File: src/verilog/rtcd_regs.svh
// Purpose: register offsets, bit positions, reset values and timing figures
// Assumes: 8-bit registers behind a 4-bit register address
// Notes: definitions only
`ifndef RTCD_REGS_SVH
`define RTCD_REGS_SVH
// register offsets
`define RTCD_A_TRIM 4'h7
`define RTCD_A_WMIN 4'h8
`define RTCD_A_WHOUR 4'h9
`define RTCD_A_WDAY 4'hA
`define RTCD_A_CTRL 4'hE
`define RTCD_A_STAT 4'hF
// status bit positions
`define RTCD_ST_B7 7
`define RTCD_ST_BAT 6
`define RTCD_ST_OSC 5
`define RTCD_ST_PON 4
`define RTCD_ST_EVT 3
`define RTCD_ST_TMR 2
`define RTCD_ST_WK 1
`define RTCD_ST_MO 0
// control bit positions
`define RTCD_CT_WKEN 7
`define RTCD_CT_RO 5
// reset values and masks
`define RTCD_ST_INIT 8'h70
`define RTCD_ZERO8 8'h00
`define RTCD_ST_CLRONLY 8'h5F
`define RTCD_ST_PONHOLD 8'h70
`define RTCD_DAY_MASK 8'h7F
`define RTCD_HR_MASK 8'h3F
`define RTCD_PM_BIT 5
`define RTCD_BCD12 5'h12
// timing figures
`define RTCD_CLK_KHZ 10000
`define RTCD_SAMPLE_MS 7.8
`define RTCD_PERIOD_MS 1000
`endif

File: src/verilog/rtcd_pkg.sv
// Purpose: types shared by the detect and status block
// Assumes: nothing beyond the register header
// Notes: types only
package rtcd_pkg;
    // register port request, one write per cycle
    typedef struct packed {
        logic wr;
        logic [3:0] addr;
        logic [7:0] wdata;
    } rtcd_req_t;
    // analogue supervisor levels
    typedef struct packed {
        logic por;
        logic osc_stop;
        logic bat_low;
    } rtcd_det_t;
    // flag set pulses from neighbouring logic
    typedef struct packed {
        logic evt;
        logic tmr;
        logic mo;
    } rtcd_evt_t;
    // weekday alarm settings for the comparator
    typedef struct packed {
        logic enable;
        logic [6:0] days;
        logic [7:0] hour24;
        logic [7:0] minute;
    } rtcd_alarm_t;
endpackage

File: src/verilog/rtcd_top.sv
// Purpose: power-on, oscillator-stop and battery-drop flags with register file
// Assumes: register port and event inputs synchronous to clk
// Notes: supervisor levels pass a two-stage synchroniser first
`timescale 1ns/1ps
`include "rtcd_regs.svh"

// What this block does
// - detector results live in status register Fh
// - power-on reset sets the power-on flag
// - power-on flag held until zero written
// - power-on flag clears registers, releases interrupts
// - init: trim, control zero; status 70h
// - read-only control bit reads zero, ignores writes
// - oscillator stop drives its flag to zero
// - oscillator flag kept until one written
// - battery drop sets the battery flag
// - battery flag held until zero written
// - battery sampled 7.8 ms each second
// - sampling stops while battery flag set
// - day mask bit6 Saturday, bit0 Sunday
// - 12-hour alarm hours: 12h midnight, 32h noon
// - no weekday alarm with empty day mask
module rtcd_top #(
    parameter int CNT_W = 24,
    parameter int WIN_CYC = int'(`RTCD_SAMPLE_MS * `RTCD_CLK_KHZ),
    parameter int PERIOD_CYC = `RTCD_PERIOD_MS * `RTCD_CLK_KHZ
) (
    input wire logic clk,
    input wire logic rstn,
    input wire rtcd_pkg::rtcd_req_t reg_req,
    output logic [7:0] reg_rdata,
    input wire rtcd_pkg::rtcd_det_t det_in,
    input wire rtcd_pkg::rtcd_evt_t evt_set,
    input wire logic wk_match,
    input wire logic mode_24h,
    output logic bat_sample_en,
    output logic int_wk_oe,
    output logic int_ev_oe,
    output rtcd_pkg::rtcd_alarm_t alarm_cfg
);
    import rtcd_pkg::*;

    // synchroniser stages; stage one feeds stage two only
    rtcd_det_t sync1_q;
    rtcd_det_t sync2_q;
    // register file
    logic [7:0] trim_q, trim_d;
    logic [7:0] ctrl_q, ctrl_d;
    logic [7:0] wmin_q, wmin_d;
    logic [7:0] whour_q, whour_d;
    logic [7:0] wday_q, wday_d;
    logic [7:0] st_q, st_d;
    // sampling timebase
    logic [CNT_W-1:0] cnt_q, cnt_d;
    logic samp_q, samp_d;
    // output registers
    logic [7:0] rdata_q, rdata_d;
    logic intwk_q, intwk_d;
    logic intev_q, intev_d;
    rtcd_alarm_t alarm_q, alarm_d;
    // decoded write strobes
    logic wr_stat;

    assign wr_stat = reg_req.wr && (reg_req.addr == `RTCD_A_STAT);

    // 12-hour alarm hour to 24-hour BCD
    function automatic logic [7:0] to_24h(input logic [7:0] h, input logic m24);
        logic [3:0] lo;
        logic [3:0] hi;
        lo = h[3:0];
        hi = {3'h0, h[4]};
        if (m24) begin
            return h & `RTCD_HR_MASK;
        end
        // twelve o'clock is hour zero of its half day
        if (h[4:0] == `RTCD_BCD12) begin
            lo = 4'h0;
            hi = 4'h0;
        end
        // afternoon adds twelve in BCD
        if (h[`RTCD_PM_BIT]) begin
            lo = lo + 4'h2;
            hi = hi + 4'h1;
            if (lo > 4'h9) begin
                lo = lo - 4'hA;
                hi = hi + 4'h1;
            end
        end
        return {hi, lo};
    endfunction

    // supervisor levels: two flops, no logic between
    always_ff @(posedge clk or negedge rstn) begin
        if (!rstn) begin
            sync1_q <= '0;
            sync2_q <= '0;
        end else begin
            sync1_q <= det_in;
            sync2_q <= sync1_q;
        end
    end

    // register file next state: holds, then write, then hardware sets, then power-on
    always_comb begin
        trim_d = trim_q;
        ctrl_d = ctrl_q;
        wmin_d = wmin_q;
        whour_d = whour_q;
        wday_d = wday_q;
        st_d = st_q;
        // software writes
        if (reg_req.wr) begin
            case (reg_req.addr)
                `RTCD_A_TRIM: trim_d = reg_req.wdata;
                `RTCD_A_WMIN: wmin_d = reg_req.wdata;
                `RTCD_A_WHOUR: whour_d = reg_req.wdata & `RTCD_HR_MASK;
                `RTCD_A_WDAY: wday_d = reg_req.wdata & `RTCD_DAY_MASK;
                `RTCD_A_CTRL: begin
                    ctrl_d = reg_req.wdata;
                    ctrl_d[`RTCD_CT_RO] = 1'b0;
                end
                `RTCD_A_STAT: begin
                    // clear-only flags: zero clears, one keeps
                    st_d = st_q & (reg_req.wdata | ~`RTCD_ST_CLRONLY);
                    st_d[`RTCD_ST_B7] = reg_req.wdata[`RTCD_ST_B7];
                    // oscillator flag: one rearms, zero ignored
                    if (reg_req.wdata[`RTCD_ST_OSC]) begin
                        st_d[`RTCD_ST_OSC] = 1'b1;
                    end
                end
                default: begin
                    // unmapped or not held here: ignored
                end
            endcase
        end
        // hardware sets come after the write so they win
        if (evt_set.evt) begin
            st_d[`RTCD_ST_EVT] = 1'b1;
        end
        if (evt_set.tmr) begin
            st_d[`RTCD_ST_TMR] = 1'b1;
        end
        if (evt_set.mo) begin
            st_d[`RTCD_ST_MO] = 1'b1;
        end
        // weekday alarm needs enable and at least one day
        if (wk_match && ctrl_q[`RTCD_CT_WKEN] && (|wday_q[6:0])) begin
            st_d[`RTCD_ST_WK] = 1'b1;
        end
        // battery drop counts only inside a sampling window
        if (sync2_q.bat_low && samp_q) begin
            st_d[`RTCD_ST_BAT] = 1'b1;
        end
        // oscillator stop overrides any earlier write of one
        if (sync2_q.osc_stop) begin
            st_d[`RTCD_ST_OSC] = 1'b0;
        end
        // while power-on flag stands, all else reads zero except the battery and oscillator flags
        if (st_q[`RTCD_ST_PON]) begin
            trim_d = `RTCD_ZERO8;
            ctrl_d = `RTCD_ZERO8;
            wmin_d = `RTCD_ZERO8;
            whour_d = `RTCD_ZERO8;
            wday_d = `RTCD_ZERO8;
            // battery flag kept so it still reads one after init
            st_d = st_d & `RTCD_ST_PONHOLD;
        end
        // power-on reset loads init values in the same cycle
        if (sync2_q.por) begin
            trim_d = `RTCD_ZERO8;
            ctrl_d = `RTCD_ZERO8;
            wmin_d = `RTCD_ZERO8;
            whour_d = `RTCD_ZERO8;
            wday_d = `RTCD_ZERO8;
            st_d = `RTCD_ST_INIT;
        end
    end

    // register file flops; digital reset gives init values too
    always_ff @(posedge clk or negedge rstn) begin
        if (!rstn) begin
            trim_q <= `RTCD_ZERO8;
            ctrl_q <= `RTCD_ZERO8;
            wmin_q <= `RTCD_ZERO8;
            whour_q <= `RTCD_ZERO8;
            wday_q <= `RTCD_ZERO8;
            st_q <= `RTCD_ST_INIT;
        end else begin
            trim_q <= trim_d;
            ctrl_q <= ctrl_d;
            wmin_q <= wmin_d;
            whour_q <= whour_d;
            wday_q <= wday_d;
            st_q <= st_d;
        end
    end

    // one-second timebase and sampling window
    // trade-off: window aligned to counter start, not to a second edge
    always_comb begin
        if (cnt_q == CNT_W'(PERIOD_CYC - 1)) begin
            cnt_d = '0;
        end else begin
            cnt_d = cnt_q + CNT_W'(1);
        end
        // window closed while battery flag is set
        samp_d = (cnt_d < CNT_W'(WIN_CYC)) && !st_d[`RTCD_ST_BAT];
    end

    // timebase flops
    always_ff @(posedge clk or negedge rstn) begin
        if (!rstn) begin
            cnt_q <= '0;
            samp_q <= 1'b0;
        end else begin
            cnt_q <= cnt_d;
            samp_q <= samp_d;
        end
    end

    // read mux, interrupt enables and alarm settings
    always_comb begin
        case (reg_req.addr)
            `RTCD_A_TRIM: rdata_d = trim_q;
            `RTCD_A_WMIN: rdata_d = wmin_q;
            `RTCD_A_WHOUR: rdata_d = whour_q;
            `RTCD_A_WDAY: rdata_d = wday_q;
            `RTCD_A_CTRL: rdata_d = ctrl_q;
            `RTCD_A_STAT: rdata_d = st_q;
            default: rdata_d = `RTCD_ZERO8;
        endcase
        // open-drain pins released while power-on flag stands
        intwk_d = st_d[`RTCD_ST_WK] && !st_d[`RTCD_ST_PON];
        intev_d = (st_d[`RTCD_ST_EVT] || st_d[`RTCD_ST_TMR] || st_d[`RTCD_ST_MO])
            && !st_d[`RTCD_ST_PON];
        alarm_d.enable = ctrl_d[`RTCD_CT_WKEN];
        alarm_d.days = wday_d[6:0];
        alarm_d.hour24 = to_24h(whour_d, mode_24h);
        alarm_d.minute = wmin_d;
    end

    // output flops
    always_ff @(posedge clk or negedge rstn) begin
        if (!rstn) begin
            rdata_q <= `RTCD_ZERO8;
            intwk_q <= 1'b0;
            intev_q <= 1'b0;
            alarm_q <= '0;
        end else begin
            rdata_q <= rdata_d;
            intwk_q <= intwk_d;
            intev_q <= intev_d;
            alarm_q <= alarm_d;
        end
    end

    assign reg_rdata = rdata_q;
    assign int_wk_oe = intwk_q;
    assign int_ev_oe = intev_q;
    assign bat_sample_en = samp_q;
    assign alarm_cfg = alarm_q;
endmodule

File: config.mk
export PLATFORM = sky130hd
export DESIGN_NAME = rtcd_top
export DESIGN_NICKNAME = d
export VERILOG_FILES = /design/src/verilog/rtcd_pkg.sv /design/src/verilog/rtcd_top.sv
export VERILOG_INCLUDE_DIRS = /design/src /design/src/verilog
export SDC_FILE = /design/constraint.sdc
export NUM_CORES = 1
export LEC_CHECK = 0
export ABC_AREA = 1
export BUFFER_PORTS_ARGS = -buffer_cell sky130_fd_sc_hd__buf_2
export CORE_ASPECT_RATIO = 1.5
export CORE_MARGIN = 4
export CORE_UTILIZATION = 40
export CTS_CLUSTER_DIAMETER = 60
export DETAILED_ROUTE_END_ITERATION = 10
export SETUP_SLACK_MARGIN = 0.4
export SLEW_MARGIN = 20
export SYNTH_ARGS = -nofsm -noshare
export SYNTH_HDL_FRONTEND = slang
export SYNTH_SLANG_ARGS = --single-unit
File: constraint.sdc
create_clock -name clk -period 2 [get_ports clk]
set_input_delay 0.3 -clock clk [delete_from_list [all_inputs] [get_ports clk]]
set_output_delay 0.3 -clock clk [all_outputs]
set_load 0.005 [all_outputs]
# Yosys cells after proc, flatten, opt, wreduce, memory -nomap -nowiden
# Cells that the tools add are included.
[classes] n_addsub=5 eq_ne=8 reduce_logical=24 mux=44 n_lt_le_gt_ge=2 bitwise=1
[op_table] operator="8-bit 2-to-1 mux" count=26
[op_table] operator="8-bit one-hot mux with 6 select lines" count=1
[op_table] operator="4-bit 2-to-1 mux" count=7
[op_table] operator="24-bit by 1-bit adder with 24-bit output (second input constant)" count=1
[op_table] operator="24-bit == test (second input constant)" count=1
[op_table] operator="24-bit by 17-bit less-than comparator with 1-bit output (second input constant)" count=1
[op_table] operator="24-bit 2-to-1 mux" count=1
[op_table] operator="3-bit nonzero test" count=7
[op_table] operator="4-bit == test (second input constant)" count=5
[op_table] operator="2-bit AND reduction" count=6
[op_table] operator="1-bit 2-to-1 mux" count=9
[op_table] operator="4-bit by 1-bit adder with 4-bit output (second input constant)" count=2
[op_table] operator="7-bit bitwise AND" count=1
[op_table] operator="7-bit OR reduction" count=1
[op_table] operator="1-bit logical AND" count=6
[op_table] operator="5-bit == test (second input constant)" count=1
[op_table] operator="4-bit by 2-bit adder with 4-bit output (second input constant)" count=1
[op_table] operator="4-bit by 3-bit == test with 1-bit output (second input constant)" count=1
[op_table] operator="4-bit greater-than comparator (second input constant)" count=1
[op_table] operator="4-bit subtractor (second input constant)" count=1
[op_table] operator="1-bit logical NOT" count=2
[op_table] operator="1-bit logical OR" count=2
[word_totals] reg_bits=97 in_bits=23

# Logic depth before layout (Yosys ltp)
[depth] depth_word=13 depth_mapped=17 mapped_depth_nobuf=17

# Least setup slack after synthesis
# OpenSTA, ideal clock, no wires.
[synth_path] kind="input -> register" startpoint="in reg_req[10] (netlist name)" endpoint="reg alarm_q, in the netlist alarm_cfg[12]" stages=14 path_slack_ns=-0.060 setup_ns=0.076 path_buffers=0 t_arrival_ns=1.984 cell_sequence="inv_2 -> nand2_2 -> inv_2 -> nand3_4 -> nand2_2 -> inv_2 -> nor2_8 -> inv_2 -> a31oi_4 -> ha_1 -> xor2_2 -> nand2_2 -> ha_1 -> o21ai_1"
[synth_lines] item="start: declaration" line_no="rtcd_top.sv:30" rtl="input wire rtcd_pkg::rtcd_req_t reg_req,"
[synth_lines] item="end signal: assignment" line_no="rtcd_top.sv:253" rtl="alarm_q <= alarm_d;"
[synth_lines] item="end: declaration" line_no="rtcd_top.sv:60" rtl="rtcd_alarm_t alarm_q, alarm_d;"

==> metrics <==
cell types with the highest counts after synthesis=sky130_fd_sc_hd__nand2_1, sky130_fd_sc_hd__dfrtp_1, sky130_fd_sc_hd__inv_1; Final setup violation count=0; Cell Pwr Density=roughly 560 nW/µm²; die height=139 µm; post-DP HPWL=10200 µm; count of cells along the worst hold path=1; TritonCTS buffer count=9; total global routing overflow=0; crit path kind=reg2reg; Least-Margin Pin Slew=0.629 ns; max-capacitance violation count=0; share of post-route cells with drive strength above 1=0.445; class of the most critical hold timing path=in2reg; count of pins on the block boundary=slightly below 60; number of buffers added on ports=55; top cell type by total area after synthesis=sky130_fd_sc_hd__dfrtp_1; clock slew at reported path FFs=0.07 ns; initial core utilization=0.413; result of the run=finished, final reports clean; CTS Root Cell=sky130_fd_sc_hd__clkbuf_16; EDFF count, synth=0; Std-Cell Core Area=11100 µm²; Rel. slew slack=0.581; most frequently used flop master after synthesis=sky130_fd_sc_hd__dfrtp_1; leakage=around 3.4 nW; crit start category=flop; instance count of the mapped netlist=558; Vias=about 4.3k; clock insertion delay at the later pin of the skew report=0.35 ns; Hold Slack=between 0.05 and 0.06 ns; number of nets at the end of the flow=724; Detailed Routing Iterations Pass 1=4; cell breakdown of the critical path=nor2_4, nand2_4, nor2_8, inv_4, a31oi_4, ha_4, xor2_4, nand2_4, ha_4, o21ai_2; kind of end point of the critical path=flop; total track usage=0.215; Top Family by Delay on Critical Path=simple AND/OR/NAND/NOR gates; register area=between 2000 and 2500 µm²; number of distinct standard cells referenced by the synthesized netlist=41; fin crit period=between 1.5 and 2 ns; area of the die=13300 µm²; share of the cycle needed by the critical path after routing=0.984; total number of placement rows=47; Final Worst Setup Slack=0.0316 ns; fraction of synthesis flops using an asynchronous set or reset pin=1.00; H-tree depth=3; number of buffer and inverter instances along the worst setup path=1; cell with the largest stage delay on the worst path=sky130_fd_sc_hd__dfrtp_1; via count of the first global-routing pass=roughly 4.4k; unrepaired setup endpoints after global routing=yes; synthesized cell area=4590 µm²; top cell type's share of synthesized area=0.480; Post-Place Setup Slack=-0.130 ns; Max FO, Critical Path=6; Mean Syn Cell Area=8.22 µm²; clk sinks=91; CTS Buffer Depth=2; multi-input logic area=between 2000 and 2500 µm²; dominant cell by count in the synthesized netlist=sky130_fd_sc_hd__nand2_1; data arrival time at the worst-slack endpoint=2.20 ns; Fin. Hold Viols=0; DRC marker count from the first detailed-route iteration=201; via density per instance=5.04; Power Total=3.71 mW; wire length of the first global-routing pass=roughly 22000 µm; register area share after synthesis=0.497; slowest stage delay, CP=0.40 ns; critical path data required time=2.23 ns; Layout Utilization=0.596; total number of cells along the worst setup path=10; r2r worst-path depth=10; CTS tree=yes; number of remaining DRC errors=0; final setup skew=0.00562 ns; post-synthesis sequential element count=91; Setup TNS Final=0 ns; pin count of the biggest net entering global routing=46; Diodes inserted=0; Post-Route WL=14000 µm; number of warnings issued by yosys=0; final RePlAce weighted congestion=0.959; synth top area cells=sky130_fd_sc_hd__dfrtp_1, sky130_fd_sc_hd__nand2_1, sky130_fd_sc_hd__inv_1, sky130_fd_sc_hd__nand3_1, sky130_fd_sc_hd__o21ai_0; Routed WL per cell=16.4 µm; count of fill cells added during filler insertion=957; Peak VDD IR=0.000356 V; layout overhead on the synthesized area=44.4%; width of the chip=95.4 µm; count of final max-slew check failures=0; highest clock frequency the design can meet=508 MHz; number of antenna violations at the first check in global routing=0; Detail Route Antenna Nets=0
metal layers:
metal	GRT usage	part of all wire	wire, µm
met5	0	0	0
met4	0.125	0.056	781
met3	0.0337	0.040	552
met2	0.388	0.56	7830
met1	0.228	0.34	4800
area by class of cell:
| type | instances | area share |
|---|---|---|
| inverter | 102 | 0.0603 |
| sequential | 91 | 0.345 |
| tap | 147 | 0.0278 |
| clock inverter | 7 | 0.0104 |
| clock buffer | 9 | 0.0340 |
| multi-input combinational | 357 | 0.368 |
| timing repair buffer | 137 | 0.155 |
where the power goes:
part | internal, mW | switching, mW
Sequential | 1.85 | 0.00671
Combinational | 0.0603 | 0.118
Clock | 0.882 | 0.789
Total | 2.80 | 0.914
placed cells by master (no fill, tap or decap), types with 4 or more instances in the layout:
cell,Yosys,layout
sky130_fd_sc_hd__nand2_2,7,36
sky130_fd_sc_hd__inv_4,0,5
sky130_fd_sc_hd__o21ai_0,32,13
sky130_fd_sc_hd__nor2_4,7,14
sky130_fd_sc_hd__nand3_2,4,12
sky130_fd_sc_hd__inv_2,14,17
sky130_fd_sc_hd__dfrtp_1,88,87
sky130_fd_sc_hd__nand4_1,10,10
sky130_fd_sc_hd__nor2_1,36,24
sky130_fd_sc_hd__o21ai_2,1,12
sky130_fd_sc_hd__nor3_4,1,5
sky130_fd_sc_hd__nor2_2,5,10
sky130_fd_sc_hd__xor2_1,8,5
sky130_fd_sc_hd__buf_2,2,54
sky130_fd_sc_hd__buf_4,4,55
sky130_fd_sc_hd__a21oi_1,9,5
sky130_fd_sc_hd__nand3_4,1,7
sky130_fd_sc_hd__clkbuf_16,0,9
sky130_fd_sc_hd__o21ai_1,11,19
sky130_fd_sc_hd__nand2_4,2,7
sky130_fd_sc_hd__nand2_1,132,97
sky130_fd_sc_hd__nor3_2,3,10
sky130_fd_sc_hd__o22ai_1,4,4
sky130_fd_sc_hd__nand3_1,44,30
sky130_fd_sc_hd__inv_1,86,77
sky130_fd_sc_hd__buf_6,0,23
logic make-up after synthesis:
logic type | after synthesis | synth area share
compound gates | 74 | 0.0968
other cells | 1 | 0.000817
simple gates | 269 | 0.284
fa+ha+maj | 3 | 0.00818
xor+xnor | 9 | 0.0188
flops | 91 | 0.497
buf+inv | 111 | 0.0946
through the flow:
step                instances  cell area [µm²]
finish                    850             6620
CTS                       834             6100
floorplan                 559             4640
detailed placement        800             5430
global placement          800             5430
global route              850             6620
final timing paths:
path,from,to,slack (ns)
setup / recovery,sync2_q[2],alarm_cfg[12],0.03
setup reg to reg,sync2_q[2],alarm_cfg[12],0.03
max in group asynchronous,rstn,cnt_q[20],0.82
hold reg to reg,sync1_q[1],sync2_q[1],0.35
min in group asynchronous,rstn,cnt_q[10],0.51
hold / removal,det_in[0],sync1_q[0],0.06
sequential cells by signal, indices dropped and copies added, names as in the netlist:
name and flops:
cnt_q 24, wday_q 7, alarm_cfg 14, st_q 8, trim_q 8, int_ev_oe 1
whour_q 6, ctrl_q 7, bat_sample_en 1, int_wk_oe 1, sync2_q 3, sync1_q 3
reg_rdata 8
timing repair:
action	CTS	global route
pin swaps	21	22
gates resized for setup	54	126
setup endpoints to repair	44	51
hold buffers	1	0
endpoints found under the hold margin	42	0
gates cloned	1	2
setup buffers	16	14
Power figures use the tool's default switching activity.
